===== src/shared/clksel_pkg.sv =====
// Constants, register map and encodings of the slow clock source selector
package clksel_pkg;

  // Bus clock and timing
  localparam int unsigned CLK_PERIOD_NS    = 25;
  localparam int unsigned OSC_TIMEOUT_NS   = 100000;
  localparam int unsigned OSC_TIMEOUT_CYC  = (OSC_TIMEOUT_NS + CLK_PERIOD_NS - 1) / CLK_PERIOD_NS;
  localparam int unsigned OSC_START_EDGES  = 4;

  // Register byte offsets
  localparam logic [11:0] ADDR_SRC_STATUS  = 12'h000;
  localparam logic [11:0] ADDR_INT_STATUS  = 12'h004;
  localparam logic [11:0] ADDR_INT_MASK    = 12'h008;
  localparam logic [11:0] ADDR_CONTROL     = 12'h00c;
  localparam logic [11:0] ADDR_SUPPLY      = 12'h010;

  // Field positions
  localparam int unsigned BIT_SRC_XTAL     = 0;
  localparam int unsigned BIT_XTAL_RUN     = 1;
  localparam int unsigned BIT_RC_RUN       = 2;
  localparam int unsigned BIT_SWITCHING    = 3;
  localparam int unsigned BIT_CLK_CHANGE   = 0;
  localparam int unsigned BIT_KEEPALIVE    = 0;
  localparam int unsigned LSB_DRIVE_SEL    = 1;
  localparam int unsigned BIT_SUPPLY_EN    = 0;
  localparam int unsigned BIT_SUPPLY_1V3   = 1;
  localparam int unsigned LSB_POWER_UP_SELECT_PINS         = 4;

  // Reset values
  localparam logic [1:0]  DRIVE_SEL_RST    = 2'h1;
  localparam logic        MASK_RST         = 1'b1;
  localparam logic        KEEPALIVE_RST    = 1'b0;
  localparam logic [1:0]  POWER_UP_SELECT_PINS_SETTLE      = 2'h3;

  // Power-up select codes that raise the supply to the high level
  localparam logic [3:0]  POWER_UP_SELECT_PINS_HI_A        = 4'h6;
  localparam logic [3:0]  POWER_UP_SELECT_PINS_HI_B        = 4'h7;
  localparam logic [3:0]  POWER_UP_SELECT_PINS_HI_C        = 4'h8;
  localparam logic [3:0]  POWER_UP_SELECT_PINS_HI_D        = 4'h9;

  // Operating modes reported by the power state logic
  typedef enum logic [2:0] {
    MODE_ON         = 3'b000,
    MODE_STANDBY    = 3'b001,
    MODE_LP_STANDBY = 3'b010,
    MODE_OFF        = 3'b011,
    MODE_COIN_CELL  = 3'b100
  } power_mode_e;

  // Source selector states
  typedef enum logic [1:0] {
    SRC_RC     = 2'b00,
    SRC_XTAL   = 2'b01,
    SRC_SWITCH = 2'b10
  } src_state_e;

endpackage : clksel_pkg


===== src/shared/osc_mon_if.sv =====
// Oscillator monitor results passed to the selector
`timescale 1ns/100ps
interface osc_mon_if;
  logic level;
  logic rise;
  logic running;

  modport mon  (output level, output rise, output running);
  modport user (input  level, input  rise, input  running);
endinterface : osc_mon_if


===== src/hdl/osc_activity_monitor.sv =====
// Synchronises one oscillator pin and decides whether it is running
`timescale 1ns/100ps
module osc_activity_monitor #(
  parameter int unsigned TIMEOUT_CYC = clksel_pkg::OSC_TIMEOUT_CYC,
  parameter int unsigned START_EDGES = clksel_pkg::OSC_START_EDGES
) (
  input  wire logic  pclk,
  input  wire logic  presetn,
  input  wire logic  osc_pin,
  osc_mon_if.mon     mon
);

  localparam int unsigned CW = $clog2(TIMEOUT_CYC + 1);
  localparam int unsigned EW = $clog2(START_EDGES + 1);
  localparam logic [CW-1:0] TMO_MAX  = CW'(TIMEOUT_CYC);
  localparam logic [EW-1:0] EDGE_MAX = EW'(START_EDGES);

  logic          meta_r;
  logic          sync_r;
  logic          prev_r;
  logic [CW-1:0] idle_r;
  logic [CW-1:0] idle_nxt;
  logic [EW-1:0] edges_r;
  logic [EW-1:0] edges_nxt;
  logic          run_r;
  logic          run_nxt;
  logic          rise;

  // Two-stage synchroniser and edge history
  always_ff @(posedge pclk or negedge presetn) begin
    if (!presetn) begin
      meta_r <= 1'b0;
      sync_r <= 1'b0;
      prev_r <= 1'b0;
    end else begin
      meta_r <= osc_pin;
      sync_r <= meta_r;
      prev_r <= sync_r;
    end
  end

  assign rise = sync_r & ~prev_r;

  // Running after enough edges, stopped after a silent timeout
  always_comb begin
    idle_nxt  = idle_r;
    edges_nxt = edges_r;
    run_nxt   = run_r;
    if (rise) begin
      idle_nxt = '0;
      if (edges_r != EDGE_MAX) begin
        edges_nxt = edges_r + EW'(1);
      end
      if (edges_r >= EDGE_MAX - EW'(1)) begin
        run_nxt = 1'b1;
      end
    end else if (idle_r == TMO_MAX) begin
      edges_nxt = '0;
      run_nxt   = 1'b0;
    end else begin
      idle_nxt = idle_r + CW'(1);
    end
  end

  // Monitor state registers
  always_ff @(posedge pclk or negedge presetn) begin
    if (!presetn) begin
      idle_r  <= '0;
      edges_r <= '0;
      run_r   <= 1'b0;
    end else begin
      idle_r  <= idle_nxt;
      edges_r <= edges_nxt;
      run_r   <= run_nxt;
    end
  end

  assign mon.level   = sync_r;
  assign mon.rise    = rise;
  assign mon.running = run_r;

endmodule : osc_activity_monitor


===== src/hdl/slow_clock_source_select.sv =====
// Slow time base selector with glitch-free switch, interrupt and supply control
//
// Added by the designer: the register offsets and register access over APB.
`timescale 1ns/100ps
// Function
// - Use internal RC time base whenever the crystal is not running.
// - RC runs only with valid main supply; never selected while crystal active.
// - Control logic runs from selected time base, crystal whenever it runs.
// - Output held at a stable phase during source switching, no runt pulse.
// - Crystal stopping during operation reverts selection to the RC oscillator.
// - Source status bit reads 0 for RC, 1 for crystal.
// - Clock-change flag sets on every source change, either direction.
// - Clock-change flag raises interrupt only when its mask bit is clear.
// - Keepalive 1 keeps processor reference clock driver on in all states.
// - Keepalive 0 turns processor reference clock driver off in Off.
// - Select codes 0110-1001 give 1.3 V in On modes, 1.2 V otherwise.
// - Any other select code gives 1.2 V secure supply in every mode.
// - Secure supply enabled from power-on reset, never disabled.
// - Two-bit output drive select sets clock edge strength, resets to 01.
// - Clock-change flag latches; writing 1 clears it and may drop interrupt.
// - Masks set at power-up; unmasking a set flag raises interrupt at once.
module slow_clock_source_select (
  input  wire logic        pclk,
  input  wire logic        presetn,
  input  wire logic        psel,
  input  wire logic        penable,
  input  wire logic        pwrite,
  input  wire logic [11:0] paddr,
  input  wire logic [31:0] pwdata,
  output logic      [31:0] prdata,
  output logic             pready,
  output logic             pslverr,
  input  wire logic        xtal_clk_pin,
  input  wire logic        rc_clk_pin,
  input  wire logic        main_supply_valid_pin,
  input  wire logic [3:0]  power_up_select_pins,
  input  wire logic [2:0]  power_mode,
  output logic             system_slow_clock_out,
  output logic             processor_ref_clock_out,
  output logic             processor_ref_clock_oe,
  output logic             rc_osc_enable,
  output logic             time_base_tick,
  output logic [1:0]       output_drive_select,
  output logic             secure_rtc_supply_enable,
  output logic             secure_rtc_supply_1v3,
  output logic             irq
);

  osc_mon_if xtal_mon ();
  osc_mon_if rc_mon ();

  // Crystal and RC pin monitors
  // synchronised running flag
  osc_activity_monitor #(
    .TIMEOUT_CYC (clksel_pkg::OSC_TIMEOUT_CYC),
    .START_EDGES (clksel_pkg::OSC_START_EDGES)
  ) u_xtal_mon (
    .pclk    (pclk),
    .presetn (presetn),
    .osc_pin (xtal_clk_pin),
    .mon     (xtal_mon.mon)
  );

  osc_activity_monitor #(
    .TIMEOUT_CYC (clksel_pkg::OSC_TIMEOUT_CYC),
    .START_EDGES (clksel_pkg::OSC_START_EDGES)
  ) u_rc_mon (
    .pclk    (pclk),
    .presetn (presetn),
    .osc_pin (rc_clk_pin),
    .mon     (rc_mon.mon)
  );

  // ---------------------------------------------------------------
  // Pin synchronisers and strap capture
  logic       sup_meta_r;
  logic       sup_sync_r;
  logic [3:0] power_up_select_pins_meta_r;
  logic [3:0] power_up_select_pins_sync_r;

  // Two flops on supply valid and power-up select pins
  always_ff @(posedge pclk or negedge presetn) begin
    if (!presetn) begin
      sup_meta_r  <= 1'b0;
      sup_sync_r  <= 1'b0;
      power_up_select_pins_meta_r <= 4'h0;
      power_up_select_pins_sync_r <= 4'h0;
    end else begin
      sup_meta_r  <= main_supply_valid_pin;
      sup_sync_r  <= sup_meta_r;
      power_up_select_pins_meta_r <= power_up_select_pins;
      power_up_select_pins_sync_r <= power_up_select_pins_meta_r;
    end
  end

  logic [1:0] settle_r;
  logic [1:0] settle_nxt;
  logic [3:0] power_up_select_pins_r;
  logic [3:0] power_up_select_pins_nxt;

  // Latch straps once the synchroniser has settled after reset
  always_comb begin
    settle_nxt = settle_r;
    power_up_select_pins_nxt   = power_up_select_pins_r;
    if (settle_r != clksel_pkg::POWER_UP_SELECT_PINS_SETTLE) begin
      settle_nxt = settle_r + 2'h1;
    end
    if (settle_r == clksel_pkg::POWER_UP_SELECT_PINS_SETTLE - 2'h1) begin
      power_up_select_pins_nxt = power_up_select_pins_sync_r;
    end
  end

  always_ff @(posedge pclk or negedge presetn) begin
    if (!presetn) begin
      settle_r <= 2'h0;
      power_up_select_pins_r   <= 4'h0;
    end else begin
      settle_r <= settle_nxt;
      power_up_select_pins_r   <= power_up_select_pins_nxt;
    end
  end

  // ---------------------------------------------------------------
  // Source selection state machine
  clksel_pkg::src_state_e state_r;
  clksel_pkg::src_state_e state_nxt;
  logic tgt_xtal_r;
  logic tgt_xtal_nxt;
  logic out_r;
  logic out_nxt;
  logic changed;

  // Follow the chosen source; hold output steady while switching
  always_comb begin
    state_nxt    = state_r;
    tgt_xtal_nxt = tgt_xtal_r;
    out_nxt      = out_r;
    changed      = 1'b0;
    unique case (state_r)
      clksel_pkg::SRC_RC: begin
        out_nxt = rc_mon.level;
        if (xtal_mon.running) begin
          state_nxt    = clksel_pkg::SRC_SWITCH;
          tgt_xtal_nxt = 1'b1;
          out_nxt      = out_r;
        end
      end
      clksel_pkg::SRC_XTAL: begin
        out_nxt = xtal_mon.level;
        if (!xtal_mon.running) begin
          state_nxt    = clksel_pkg::SRC_SWITCH;
          tgt_xtal_nxt = 1'b0;
          out_nxt      = out_r;
        end
      end
      clksel_pkg::SRC_SWITCH: begin
        // finish RC high phase, then hold low until crystal low
        if (tgt_xtal_r) begin
          out_nxt = out_r & rc_mon.level & rc_mon.running;
        end
        if (tgt_xtal_r && !xtal_mon.running) begin
          state_nxt = clksel_pkg::SRC_RC;
        end else if (tgt_xtal_r && !xtal_mon.level && !out_r) begin
          state_nxt = clksel_pkg::SRC_XTAL;
          changed   = 1'b1;
        end else if (!tgt_xtal_r && xtal_mon.running) begin
          state_nxt = clksel_pkg::SRC_XTAL;
        end else if (!tgt_xtal_r && (rc_mon.level == out_r)) begin
          state_nxt = clksel_pkg::SRC_RC;
          changed   = 1'b1;
        end
      end
      default: begin
        state_nxt = clksel_pkg::SRC_RC;
      end
    endcase
  end

  logic tick_nxt;
  logic tick_r;

  // One-cycle enable on each rising edge of the selected clock
  // enable for slow control logic
  assign tick_nxt = out_nxt & ~out_r;

  always_ff @(posedge pclk or negedge presetn) begin
    if (!presetn) begin
      state_r    <= clksel_pkg::SRC_RC;
      tgt_xtal_r <= 1'b0;
      out_r      <= 1'b0;
      tick_r     <= 1'b0;
    end else begin
      state_r    <= state_nxt;
      tgt_xtal_r <= tgt_xtal_nxt;
      out_r      <= out_nxt;
      tick_r     <= tick_nxt;
    end
  end

  logic src_xtal;
  // status 1 while crystal selected and while switching from crystal back to RC
  assign src_xtal = (state_r == clksel_pkg::SRC_XTAL) ||
                    ((state_r == clksel_pkg::SRC_SWITCH) && !tgt_xtal_r);

  // ---------------------------------------------------------------
  // APB register file
  logic        flag_r;
  logic        flag_nxt;
  logic        mask_r;
  logic        mask_nxt;
  logic        keep_r;
  logic        keep_nxt;
  logic [1:0]  drv_r;
  logic [1:0]  drv_nxt;
  logic [31:0] rdata_r;
  logic [31:0] rdata_nxt;
  logic        wr_acc;
  logic        mapped;
  logic        hi_code;
  logic        sup_1v3;

  assign mapped = (paddr == clksel_pkg::ADDR_SRC_STATUS) || (paddr == clksel_pkg::ADDR_INT_STATUS) ||
                  (paddr == clksel_pkg::ADDR_INT_MASK)   || (paddr == clksel_pkg::ADDR_CONTROL) ||
                  (paddr == clksel_pkg::ADDR_SUPPLY);
  assign wr_acc = psel & penable & pwrite & mapped;

  // Supply level decode from latched straps and current mode
  // high level only in On modes
  assign hi_code = (power_up_select_pins_r == clksel_pkg::POWER_UP_SELECT_PINS_HI_A) || (power_up_select_pins_r == clksel_pkg::POWER_UP_SELECT_PINS_HI_B) ||
                   (power_up_select_pins_r == clksel_pkg::POWER_UP_SELECT_PINS_HI_C) || (power_up_select_pins_r == clksel_pkg::POWER_UP_SELECT_PINS_HI_D);
  assign sup_1v3 = hi_code && ((power_mode == clksel_pkg::MODE_ON) ||
                               (power_mode == clksel_pkg::MODE_STANDBY) ||
                               (power_mode == clksel_pkg::MODE_LP_STANDBY));

  // Register writes, flag set and read data capture in setup phase
  always_comb begin
    flag_nxt  = flag_r;
    mask_nxt  = mask_r;
    keep_nxt  = keep_r;
    drv_nxt   = drv_r;
    rdata_nxt = rdata_r;
    if (wr_acc) begin
      unique case (paddr)
        clksel_pkg::ADDR_INT_STATUS: begin
          if (pwdata[clksel_pkg::BIT_CLK_CHANGE]) begin
            flag_nxt = 1'b0;
          end
        end
        clksel_pkg::ADDR_INT_MASK: begin
          mask_nxt = pwdata[clksel_pkg::BIT_CLK_CHANGE];
        end
        clksel_pkg::ADDR_CONTROL: begin
          keep_nxt = pwdata[clksel_pkg::BIT_KEEPALIVE];
          drv_nxt  = pwdata[clksel_pkg::LSB_DRIVE_SEL +: 2];
        end
        default: begin
        end
      endcase
    end
    // source change sets flag, set wins
    if (changed) begin
      flag_nxt = 1'b1;
    end
    if (psel && !penable) begin
      rdata_nxt = 32'h0;
      unique case (paddr)
        clksel_pkg::ADDR_SRC_STATUS: begin
          rdata_nxt[clksel_pkg::BIT_SRC_XTAL]  = src_xtal;
          rdata_nxt[clksel_pkg::BIT_XTAL_RUN]  = xtal_mon.running;
          rdata_nxt[clksel_pkg::BIT_RC_RUN]    = rc_mon.running;
          rdata_nxt[clksel_pkg::BIT_SWITCHING] = (state_r == clksel_pkg::SRC_SWITCH);
        end
        clksel_pkg::ADDR_INT_STATUS: begin
          rdata_nxt[clksel_pkg::BIT_CLK_CHANGE] = flag_r;
        end
        clksel_pkg::ADDR_INT_MASK: begin
          rdata_nxt[clksel_pkg::BIT_CLK_CHANGE] = mask_r;
        end
        clksel_pkg::ADDR_CONTROL: begin
          rdata_nxt[clksel_pkg::BIT_KEEPALIVE]      = keep_r;
          rdata_nxt[clksel_pkg::LSB_DRIVE_SEL +: 2] = drv_r;
        end
        clksel_pkg::ADDR_SUPPLY: begin
          rdata_nxt[clksel_pkg::BIT_SUPPLY_EN]   = 1'b1;
          rdata_nxt[clksel_pkg::BIT_SUPPLY_1V3]  = sup_1v3;
          rdata_nxt[clksel_pkg::LSB_POWER_UP_SELECT_PINS +: 4]   = power_up_select_pins_r;
        end
        default: begin
        end
      endcase
    end
  end

  // Register state; masks come up set
  // masked at power-up
  always_ff @(posedge pclk or negedge presetn) begin
    if (!presetn) begin
      flag_r  <= 1'b0;
      mask_r  <= clksel_pkg::MASK_RST;
      keep_r  <= clksel_pkg::KEEPALIVE_RST;
      drv_r   <= clksel_pkg::DRIVE_SEL_RST;
      rdata_r <= 32'h0;
    end else begin
      flag_r  <= flag_nxt;
      mask_r  <= mask_nxt;
      keep_r  <= keep_nxt;
      drv_r   <= drv_nxt;
      rdata_r <= rdata_nxt;
    end
  end

  // Zero-wait access phase; unmapped addresses answer with an error
  assign pready  = 1'b1;
  assign pslverr = psel & penable & ~mapped;
  assign prdata  = rdata_r;

  // ---------------------------------------------------------------
  // Outputs
  logic ref_oe_r;
  logic ref_oe_nxt;
  logic rc_en_r;
  logic v13_r;
  logic irq_r;
  logic irq_nxt;

  // otherwise off in Off and coin cell
  assign ref_oe_nxt = keep_r || !((power_mode == clksel_pkg::MODE_OFF) ||
                                  (power_mode == clksel_pkg::MODE_COIN_CELL));
  // unmask of a set flag asserts next cycle
  assign irq_nxt = flag_nxt & ~mask_nxt;

  // Registered output drivers
  always_ff @(posedge pclk or negedge presetn) begin
    if (!presetn) begin
      ref_oe_r <= 1'b0;
      rc_en_r  <= 1'b0;
      v13_r    <= 1'b0;
      irq_r    <= 1'b0;
    end else begin
      ref_oe_r <= ref_oe_nxt;
      // RC enabled only with valid supply
      rc_en_r  <= sup_sync_r;
      v13_r    <= sup_1v3;
      irq_r    <= irq_nxt;
    end
  end

  assign system_slow_clock_out   = out_r;
  assign processor_ref_clock_out = out_r & ref_oe_r;
  assign processor_ref_clock_oe  = ref_oe_r;
  assign rc_osc_enable           = rc_en_r;
  assign time_base_tick          = tick_r;
  assign output_drive_select     = drv_r;
  assign secure_rtc_supply_enable = 1'b1;
  assign secure_rtc_supply_1v3   = v13_r;
  assign irq                     = irq_r;

endmodule : slow_clock_source_select


===== config.mk =====
export PLATFORM = sky130hd
export DESIGN_NAME = slow_clock_source_select
export DESIGN_NICKNAME = d
export VERILOG_FILES = /design/src/shared/clksel_pkg.sv /design/src/shared/osc_mon_if.sv /design/src/hdl/osc_activity_monitor.sv /design/src/hdl/slow_clock_source_select.sv
export SDC_FILE = /design/constraint.sdc
export NUM_CORES = 1
export LEC_CHECK = 0
export BUFFER_PORTS_ARGS = -buffer_cell sky130_fd_sc_hd__buf_4
export CAP_MARGIN = 30
export CORE_MARGIN = 10
export CORE_UTILIZATION = 40
export CTS_CLUSTER_SIZE = 28
export DETAILED_ROUTE_END_ITERATION = 10
export PLACE_DENSITY = 0.66
export SLEW_MARGIN = 5
export SYNTH_ARGS = -nofsm -noshare
export SYNTH_HDL_FRONTEND = slang
export SYNTH_SLANG_ARGS = --single-unit

===== constraint.sdc =====
create_clock -name pclk -period 1.44 [get_ports pclk]
set_input_delay 0.288 -clock pclk [delete_from_list [all_inputs] [get_ports pclk]]
set_output_delay 0.288 -clock pclk [all_outputs]
set_load 0.005 [all_outputs]

[Word-level counts from Yosys, hierarchy flattened]
Index checks and enable logic that the tools add are counted.
Cells by class
  add/sub/neg operators: 5
  magnitude comparators: 2
  equality and inequality tests: 30
  mux-type cells: 46
  bitwise operators: 16
  reduce and logical (&&, ||, !) cells: 39
Operators with widths (count)
  2-to-1 mux 12 bit: 4
  adder 12 x 1 -> 12 bit (second input constant): 2
  == test 12 bit (second input constant): 2
  == test 12 x 4 -> 1 bit (second input constant): 2
  2-to-1 mux 1 bit: 23
  2-to-1 mux 3 bit: 6
  == test 12 x 3 -> 1 bit (second input constant): 1
  == test 12 x 5 -> 1 bit (second input constant): 1
  logical NOT 12 bit: 1
  logical OR 1 bit: 12
  2-to-1 mux 2 bit: 6
  bitwise AND 1 bit: 11
  inequality test 2 bit (second input constant): 5
  AND reduction 2 bit: 5
  == test 4 x 3 -> 1 bit (second input constant): 2
  == test 4 bit (second input constant): 2
  logical AND 1 bit: 8
  inequality test 2 x 1 -> 1 bit (second input constant): 4
  adder 3 x 1 -> 3 bit (second input constant): 2
  == test 3 x 2 -> 1 bit (second input constant): 2
  >= comparator 3 x 2 -> 1 bit (second input constant): 2
  logical NOT 1 bit: 6
  inequality test 3 bit (second input constant): 2
  case mux 1 bit (3 select lines): 2
  16 further kinds: 25
Word-level totals
  flip-flop bits (word level): 76
  input bits: 59
  output and inout bits: 44
  logic and storage cells: 169

[Logic depth before layout (Yosys ltp)]
Gate-level depths: netlist of the first run.
  depth after elaboration: 9
  mapped depth: 6
  mapped depth without buffers: 6

[By module]
A second synthesis of the first run with hierarchy kept.
Second synthesis, totals
  cells, all modules: 355
  area total of the unflattened synthesis: 3827.4 um2
Modules (own cells, without submodules)
  osc_activity_monitor: instances 2, cells each 94, area each 970.9 um2, sequential area each 475.5 um2
  slow_clock_source_select: instances 1, cells each 167, area each 1885.6 um2, sequential area each 953.4 um2

[Worst setup path after synthesis of the first run]
No wires, ideal clock.
  path type: register to register
  start: register u_rc_mon.idle_r[0]
  end: register u_rc_mon.edges_r[0]
  setup time: 126 ps
  arrival time: 1354 ps
  required time: 1314 ps
  path slack: -40 ps
  stages on the path, launching flop included: 7
  path buffers: 0
  period minus slack after synthesis: 1480 ps
  path through: dfrtp_1 inv_1 ha_1 nor4bb_1 nand4_1 a21oi_1 o21ai_0
Between the ends
  cells in the longest elaborated chain, start to end: 3
Ends and longest elaborated chain
  start, declared: RTL line osc_activity_monitor.sv:21  | logic [CW-1:0] idle_r;
  start signal, assigned: RTL line osc_activity_monitor.sv:72  | idle_r <= idle_nxt;
  == test 12 bit: RTL line osc_activity_monitor.sv:57  | end else if (idle_r == TMO_MAX) begin
  nonzero test 2 bit (no source line)
  AND reduction 2 bit (no source line)
  end signal, assigned: RTL line osc_activity_monitor.sv:73  | edges_r <= edges_nxt;
  end, declared: RTL line osc_activity_monitor.sv:23  | logic [EW-1:0] edges_r;
Every way passes these cells.
A chain may end at the register's enable or synchronous reset.

[Final worst setup path of the first run]
  start: register u_rc_mon.idle_r[0]
  end: register u_rc_mon.edges_r[2]
The elaborated chain is that of the path after synthesis.

==> results of run 1 <==
-- layout make-up --
class                      count  area share
tap                          108      0.0294
sequential                    76       0.415
clock buffer                   9      0.0270
multi-input combinational    248       0.358
inverter                      14      0.0114
clock inverter                 7      0.0139
timing repair buffer          84       0.146
-- Yosys cell counts (8+ instances only) --
cell type | instances | area [um^2]
nand2_1 | 26 | 97.6
a21oi_1 | 12 | 60.1
o21ai_0 | 22 | 110
nand2b_1 | 9 | 56.3
inv_1 | 14 | 52.6
nand4_1 | 12 | 75.1
ha_1 | 13 | 163
nand3_1 | 8 | 40.0
nor2_1 | 31 | 116
dfrtp_1 | 74 | 1850
buf_4 | 27 | 203
xor2_1 | 10 | 87.6
-- power by group --
| part | total, uW | switching [uW] | internal (uW) |
|---|---|---|---|
| logic | 1330 | 672 | 663 |
| registers | 2550 | 181 | 2370 |
| clock network | 1570 | 898 | 672 |
| total | 5460 | 1750 | 3710 |
-- per-stage QoR --
stage	area (um^2)	utilization	setup TNS [ns]	hold WS (ns)	setup slack (ns)
2_1_floorplan	3710	-	0	-0.00759	0.0209
3_3_place_gp	4230	0.483	-0.916	0.190	-0.187
3_5_place_dp	4230	0.483	-1.27	0.197	-0.225
4_1_cts	4480	0.512	-0.0698	0.00964	-0.0281
5_1_grt	4590	0.524	-0.762	0.00767	-0.114
6_report	4590	0.524	-0.00216	0.0303	-0.00216
-- what timing repair did --
item                                    in CTS  in global routing
pin swaps                                    4                 13
endpoints found under the setup margin       8                 25
buffers inserted                             4                  0
gates resized for setup                      8                 32
hold buffers                                 1                  0
hold endpoints to repair                    20                  0
-- sequential cells by signal (all words and copies together), names as in the netlist, 2 cells and up --
register	cells
output_drive_select	2
power_up_select_pins_meta_r	4
power_up_select_pins_r	4
power_up_select_pins_sync_r	4
prdata	8
settle_r	2
state_r	2
u_rc_mon.edges_r	3
u_rc_mon.idle_r	12
u_xtal_mon.edges_r	3
u_xtal_mon.idle_r	12
-- how the worst max path moves through the flow --
stage,to,slack (ns),cells past startpoint
after floorplan,keep_r,0.02,4
after global placement,output_drive_select[1],-0.19,5
after detailed placement,keep_r,-0.23,5
after CTS,u_rc_mon.edges_r[2],-0.03,7
after global routing,u_rc_mon.edges_r[2],-0.11,7
final,u_rc_mon.edges_r[2],-0.002,7
-- routing by layer --
metal  up-vias  global-route usage  part of all wire
li1       1328                   -                 -
met1      1278               0.139              0.44
met2        73               0.181              0.45
met3         7              0.0474             0.093
met4         0              0.0347             0.012
met5         -                   0                 0
-- logic make-up (layout without fill, tap and decap cells) --
kind of cell	after synthesis	count (layout)
muxes	13	13
and+or+nand+nor	121	121
adders and majority gates	13	13
DFF	76	76
AOI/OAI and AO/OA	58	58
buffers and inverters	46	114
xor gates and xnor gates	17	17
other	2	26
-- cell usage in the layout (no fill, tap or decap), drive strengths merged, types with 3 or more instances in the layout --
| cell | count |
|---|---|
| o22ai | 3 |
| and3 | 4 |
| a21oi | 12 |
| nand4 | 12 |
| nor2b | 3 |
| xnor2 | 7 |
| dfrtp | 74 |
| nand3 | 8 |
| nor3b | 3 |
| nor3 | 7 |
| nand2 | 26 |
| o31ai | 4 |
| ha | 13 |
| buf | 83 |
| xor2 | 10 |
| inv | 20 |
| mux2i | 6 |
| conb | 26 |
| o21ai | 22 |
| nand3b | 3 |
| clkbuf | 9 |
| or3 | 4 |
| mux2 | 7 |
| nor2 | 31 |
| nand2b | 9 |
| and2 | 4 |
| a22o | 4 |
==> results.json, run 1 <==
{
  "status": "complete, but fails checks",
  "failed_checks": "setup timing",
  "seqCellArea_um2": 1900,
  "wl_mm": 7.70,
  "synth_area_um2": 3620,
  "fin_cells": 546,
  "synth-adder-area-share": 0.0449,
  "ir_drop_uv": 549,
  "synth_edf_count": 0,
  "synth_compound_area_frac": 0.0981,
  "critPathArrivalTime_ns": 1.67,
  "reg2reg_to": "u_rc_mon.edges_r[2]",
  "nets": 505,
  "report.final.slew_viol_count": 0,
  "first_global_vias": 2658,
  "ant_nets": 0,
  "ys_async_sr_fraction": 1.00,
  "fillers": 791,
  "grt_max_degree": 47,
  "setup_slack_ns": -0.00216,
  "rsz0062_at_grt": "true",
  "viasPerCell": 4.92,
  "final_hold_viol_count": 0,
  "postSynthAreaPerCell_um2": 10.5,
  "endpoint_kind": "register",
  "worstPathCellList": "inv_2, ha_4, nor4bb_4, nand4_1, buf_6, mux2i_1, o22ai_1",
  "routedWlPerCell_um": 14.1,
  "antenna_found_initial": 0,
  "drt_pre_antenna_iters": 4,
  "start_util": 0.413,
  "hold_end": "power_up_select_pins_meta_r[0]",
  "cts_inserted_buffers": 9,
  "hold_class": "primary input to register",
  "p_leak_uw": 0.00218,
  "io_buffers": 47,
  "whs_path_depth": 1,
  "htree_levels": 3,
  "synth_seq_cells": 76,
  "route.detailed.drc": 0,
  "drive_gt1_frac": 0.297,
  "clockBufferDepth": 2,
  "grt_pass1_wl_mm": 12.5,
  "regToRegSetupSlack_ns": -0.002,
  "vias": 2686,
  "hp-start": "power_up_select_pins[0]",
  "reg2regPathDepth": 7,
  "power.total_uw": 5460,
  "multi_input_area_um2": 1640,
  "netlist_instances": 346,
  "timing.rr.start": "u_rc_mon.idle_r[0]",
  "clkSinkCount": 76,
  "fin_crit_ns": 1.44,
  "fmax_mhz": 693,
  "root_buffer": "clkbuf_8",
  "gp_routability_congestion": 0.787,
  "setup_viol": 1,
  "area_delta_synth_final_pct": 26.8,
  "power.density_nw_per_um2": 1190,
  "synth_top_family_by_area": "simple AND/OR/NAND/NOR gates",
  "place.detailed.hpwl_mm": 5.66,
  "num_io_pins": 103,
  "critPathLaunchType": "register",
  "antenna-diode-count": 0,
  "critPathMaxStageDelay_ns": 0.40,
  "dp.cells": 525,
  "crit_family": "flip-flops",
  "slowest_stage": "dfrtp_1",
  "yosys.cell_types.count": 45,
  "track_usage": 0.114,
  "die-height_um": 115,
  "drv_cap": 0,
  "ys_seq_area_frac": 0.526,
  "drt_iter0_markers": 142,
  "yosys_most_used_dff": "dfrtp_1",
  "yosys-mux-area-fraction": 0.0384,
  "die_w_um": 115,
  "worstPathRequired_ns": 1.67,
  "critPathKind": "register to register",
  "fin_crit_sh": 1.00,
  "synth_xor_xnor_area_share": 0.0411,
  "cp-startpoint": "u_rc_mon.idle_r[0]",
  "cts_tree": "done",
  "cp_max_fo": 6,
  "clk_pin_slew_ns": 0.09,
  "clock_latency_ns": 0.36,
  "synthSimpleGateAreaFrac": 0.173,
  "critical_path_buf_inv_count": 2,
  "ys_warn_count": 0,
  "core_um2": 8760,
  "row_count": 34,
  "clock_skew_ns": 0.0119,
  "grt_remaining_overflow": 0,
  "die-area_um2": 13300
}
Power figures use the tool's default switching activity.
==> run 2, diff against run 1 <==
--- a/config.mk
+++ b/config.mk
@@ -5,7 +5,7 @@
 export SDC_FILE = /design/constraint.sdc
 export NUM_CORES = 1
 export LEC_CHECK = 0
-export BUFFER_PORTS_ARGS = -buffer_cell sky130_fd_sc_hd__buf_4
+export BUFFER_PORTS_ARGS = -buffer_cell sky130_fd_sc_hd__buf_2
 export CAP_MARGIN = 30
 export CORE_MARGIN = 10
 export CORE_UTILIZATION = 40
==> constraint.sdc (replaced) <==
create_clock -name pclk -period 1.44 [get_ports pclk]
set_input_delay 0.072 -clock pclk [delete_from_list [all_inputs] [get_ports pclk]]
set_output_delay 0.072 -clock pclk [all_outputs]
set_load 0.005 [all_outputs]
==> results.json, run 2 (synthesis results as in run 1) <==
{
  "clockBufferDepth": 2,
  "die-height_um": 115,
  "track_usage": 0.113,
  "clkSinkCount": 76,
  "htree_levels": 3,
  "p_leak_uw": 0.00217,
  "row_count": 34,
  "drv_cap": 0,
  "critPathLaunchType": "register",
  "clock_skew_ns": 0.0155,
  "endpoint_kind": "register",
  "report.final.slew_viol_count": 0,
  "antenna_found_initial": 0,
  "drt_iter0_markers": 133,
  "setup_viol": 0,
  "critPathMaxStageDelay_ns": 0.40,
  "critical_path_buf_inv_count": 0,
  "wl_mm": 7.51,
  "critPathKind": "register to register",
  "grt_remaining_overflow": 0,
  "fin_cells": 551,
  "gp_routability_congestion": 0.812,
  "first_global_vias": 2717,
  "cts_inserted_buffers": 9,
  "grt_pass1_wl_mm": 12.4,
  "status": "finished, final reports clean",
  "vias": 2730,
  "place.detailed.hpwl_mm": 5.53,
  "clk_pin_slew_ns": 0.08,
  "viasPerCell": 4.95,
  "start_util": 0.413,
  "routedWlPerCell_um": 13.6,
  "core_um2": 8760,
  "num_io_pins": 103,
  "cp_max_fo": 2,
  "crit_family": "compound AO/OA/AOI/OAI gates",
  "rsz0062_at_grt": "true",
  "globalRouteMet2Util": 0.187,
  "critPathArrivalTime_ns": 1.67,
  "die_w_um": 115,
  "final_hold_viol_count": 0,
  "ir_drop_uv": 564,
  "use_met3": 0.0417,
  "power.density_nw_per_um2": 1200,
  "clock_latency_ns": 0.35,
  "grt_max_degree": 32,
  "antenna-diode-count": 0,
  "cts_tree": "done",
  "drive_gt1_frac": 0.275,
  "fmax_mhz": 705,
  "fin_crit_ns": 1.42,
  "route.detailed.drc": 0,
  "worstPathCellList": "or3b_4, a32oi_2, o21ai_1, o31ai_1",
  "area_delta_synth_final_pct": 25.8,
  "dp.cells": 520,
  "io_buffers": 47,
  "worstPathRequired_ns": 1.69,
  "gr-usage-met1": 0.132,
  "hold_class": "primary input to register",
  "slowest_stage": "or3b_4",
  "busiest_layer": "met2",
  "ant_nets": 0,
  "fin_crit_sh": 0.985,
  "die-area_um2": 13300,
  "nets": 510,
  "root_buffer": "clkbuf_8",
  "timing.hold.ws_ns": 0.0944,
  "drt_pre_antenna_iters": 4,
  "final_common_cell": "dfrtp_1",
  "setup_tns_ns": 0,
  "mostFrequentLayoutCells": "74 x dfrtp_1, 46 x buf_2, 31 x nor2_1"
}
run 2: cell count changes in the layout (fill, tap and decap cells not counted), moves of 3 or more:
| cell | previous run | this run |
|---|---|---|
| buf_4 | 76 | 26 |
| buf_2 | 0 | 46 |
| dlygate4sd3_1 | 1 | 14 |
| buf_6 | 6 | 2 |
| a21oi_2 | 3 | 0 |
run 2: cell type report:
class | instances | area (um^2)
flip-flops and latches | 76 | 1900
multi-input cells | 248 | 1650
clock buffers | 9 | 124
inverters | 14 | 52.6
well taps | 108 | 135
fillers | 788 | 4210
clock inverters | 7 | 81.3
repair buffers | 89 | 608
run 2: routing by layer:
layer	vias to the layer above	routed length [um]
met2	78	3530
met4	0	112
li1	1334	-
met5	-	0
met3	11	724
met1	1307	3150
run 2: power breakdown:
part / switching, uW / internal (uW) / total (uW)
clock: 832 / 824 / 1660
combinational: 669 / 596 / 1260
sequential: 186 / 2370 / 2560
run 2: stage by stage:
stage | power [uW] | cell area, um^2 | worst slack [ns] | util
floorplan | 3270 | 3710 | 0.0406 | -
global placement | 3630 | 4080 | 0.0160 | 0.465
detailed placement | 3690 | 4080 | -0.0564 | 0.465
CTS | 5430 | 4450 | 0.00343 | 0.508
global route | 5830 | 4560 | -0.0897 | 0.520
finish | 5480 | 4560 | 0.0214 | 0.520
run 2: timing repair:
action                                  in CTS  in global routing
resized for setup                            7                 31
endpoints found under the setup margin       8                 23
buffers inserted                             1                  0
hold buffers                                14                  0
pin swaps                                    0                 10
hold endpoints to repair                    88                  0
run 2: path summary, 6_finish.rpt:
check / from / to / depth (start not counted) / slack (ns)
min in group asynchronous: presetn / prdata[6] / 2 / 0.13
max in group asynchronous: presetn / output_drive_select[0] / 3 / 0.76
setup / recovery: tgt_xtal_r / prdata[0] / 4 / 0.02
hold / removal: paddr[2] / flag_r / 4 / 0.09
setup reg to reg: tgt_xtal_r / prdata[0] / 4 / 0.02
hold reg to reg: power_up_select_pins_meta_r[0] / power_up_select_pins_sync_r[0] / 0 / 0.35
run 2: worst register-to-register path, stage by stage, from the launching register on:
cell	delay (ns)
dfrtp_1	0.39
or3b_4	0.40
a32oi_2	0.24
o21ai_1	0.09
o31ai_1	0.20
==> run 3, diff against run 2 <==
--- a/config.mk
+++ b/config.mk
@@ -8,10 +8,10 @@
 export BUFFER_PORTS_ARGS = -buffer_cell sky130_fd_sc_hd__buf_2
 export CAP_MARGIN = 30
 export CORE_MARGIN = 10
-export CORE_UTILIZATION = 40
+export CORE_UTILIZATION = 47
 export CTS_CLUSTER_SIZE = 28
 export DETAILED_ROUTE_END_ITERATION = 10
-export PLACE_DENSITY = 0.66
+export PLACE_DENSITY = 0.76
 export SLEW_MARGIN = 5
 export SYNTH_ARGS = -nofsm -noshare
 export SYNTH_HDL_FRONTEND = slang
==> results.json, run 3 (synthesis results as in run 1) <==
{
  "track_usage": 0.135,
  "worstPathRequired_ns": 1.67,
  "report.final.slew_viol_count": 0,
  "clock_latency_ns": 0.35,
  "crit_family": "flip-flops",
  "die-area_um2": 11600,
  "critPathLaunchType": "register",
  "drt_pre_antenna_iters": 4,
  "core_um2": 7370,
  "area_delta_synth_final_pct": 26.3,
  "antenna-diode-count": 0,
  "mostFrequentLayoutCells": "74 x dfrtp_1, 47 x buf_2, 31 x nor2_1",
  "utilization": 0.621,
  "final_hold_viol_count": 0,
  "setup_slack_ns": -0.00153,
  "critPathArrivalTime_ns": 1.67,
  "dp.cells": 513,
  "netSwitchingFraction": 0.298,
  "busiest_layer": "met2",
  "fin_crit_ns": 1.44,
  "use_met3": 0.0527,
  "power_frac_comb": 0.230,
  "ant_nets": 0,
  "htree_levels": 3,
  "worstPathCellList": "inv_1, ha_2, nor4bb_4, nand4_1, buf_6, mux2i_1, o22ai_1",
  "power.density_nw_per_um2": 1240,
  "wl_mm": 7.70,
  "clk_pin_slew_ns": 0.09,
  "clkSinkCount": 76,
  "clockBufferDepth": 2,
  "power.total_uw": 5650,
  "num_io_pins": 103,
  "fillers": 608,
  "ir_drop_uv": 706,
  "root_buffer": "clkbuf_8",
  "failed_checks": "setup timing",
  "slowest_stage": "dfrtp_1",
  "grt_pass1_wl_mm": 12.8,
  "vias": 2768,
  "setup_viol": 1,
  "critPathKind": "register to register",
  "viasPerCell": 5.10,
  "status": "complete, but fails checks",
  "cts_tree": "done",
  "fin_cells": 543,
  "cp_max_fo": 6,
  "hold_class": "primary input to register",
  "grt_max_degree": 43,
  "p_leak_uw": 0.00220,
  "timing.hold.ws_ns": 0.125,
  "cts_setup_buffers": 0,
  "critPathMaxStageDelay_ns": 0.39,
  "place.detailed.hpwl_mm": 5.52,
  "grt_remaining_overflow": 0,
  "p_clk_frac": 0.320,
  "drv_cap": 0,
  "nets": 511,
  "drive_gt1_frac": 0.284,
  "route.detailed.drc": 0,
  "antenna_found_initial": 0,
  "io_buffers": 47,
  "gp_routability_congestion": 0.837,
  "seqPwrFrac": 0.450,
  "row_count": 31,
  "die_w_um": 108,
  "die-height_um": 108,
  "globalRouteMet2Util": 0.221,
  "fin_crit_sh": 1.00,
  "switching_power_uw": 1690,
  "intPower_uw": 3970,
  "clock_skew_ns": 0.0106,
  "dp_slack_ns": -0.0837,
  "routedWlPerCell_um": 14.2,
  "cts_inserted_buffers": 9,
  "start_util": 0.491,
  "fmax_mhz": 694,
  "gr-usage-met1": 0.160,
  "rsz0062_at_grt": "true",
  "first_global_vias": 2768,
  "critical_path_buf_inv_count": 2,
  "endpoint_kind": "register",
  "final_common_cell": "dfrtp_1",
  "drt_iter0_markers": 81
}
[run 3: worst paths after layout]
path | from | end | slack (ns) | cells after the start
worst min-delay path | paddr[2] | flag_r | 0.12 | 4
max in group asynchronous | presetn | mask_r | 0.76 | 3
worst max register to register | u_rc_mon.idle_r[0] | u_rc_mon.edges_r[2] | -0.002 | 7
worst min register to register | power_up_select_pins_meta_r[0] | power_up_select_pins_sync_r[0] | 0.35 | 0
min in group asynchronous | presetn | settle_r[0] | 0.13 | 2
worst max-delay path | u_rc_mon.idle_r[0] | u_rc_mon.edges_r[2] | -0.002 | 7
[run 3: worst register-to-register path: cells and delay by family (launching register included)]
family | cells | cell delay [ns]
flip-flops | 1 | 0.39
AND/OR/NAND/NOR | 2 | 0.34
buffers and inverters | 2 | 0.23
adder cells (fa/ha/maj) | 1 | 0.16
multiplexers | 1 | 0.13
AO/OA/AOI/OAI | 1 | 0.08
[run 3: metrics by stage]
| step | instance area (um^2) | setup TNS (ns) |
|---|---|---|
| after floorplan | 3710 | 0 |
| after global placement | 4080 | -0.0425 |
| after detailed placement | 4080 | -0.535 |
| after CTS | 4500 | -0.122 |
| after global routing | 4570 | -0.845 |
| final | 4570 | -0.00153 |
[run 3: area by class of cell]
| type | instances | area (um^2) | area share |
|---|---|---|---|
| inverter | 14 | 52.6 | 0.0115 |
| timing repair buffer | 90 | 613 | 0.134 |
| clock inverter | 7 | 98.8 | 0.0216 |
| clock buffer | 9 | 124 | 0.0271 |
| multi-input combinational | 248 | 1660 | 0.362 |
| sequential | 76 | 1900 | 0.416 |
| tap | 99 | 124 | 0.0271 |
[run 3: power by group through the flow]
stage               Combinational (uW)  Clock, uW  Sequential, uW
detailed placement                1170          0            2570
finish                            1300       1810            2540
floorplan                          691          0            2580
global placement                  1100          0            2560
CTS                               1250       1850            2550
global route                      1470       1960            2580
[run 3: repair_timing]
item,4_1_cts,5_1_grt
hold buffers,14,0
setup endpoints to repair,14,26
pin swaps,4,7
gates resized for setup,14,23
endpoints found under the hold margin,86,0
gates cloned,0,0
[run 3: per-layer routing]
metal	wire length, um	vias up
met5	0	-
met1	3490	1342
li1	-	1344
met2	3580	77
met4	85	0
met3	554	5
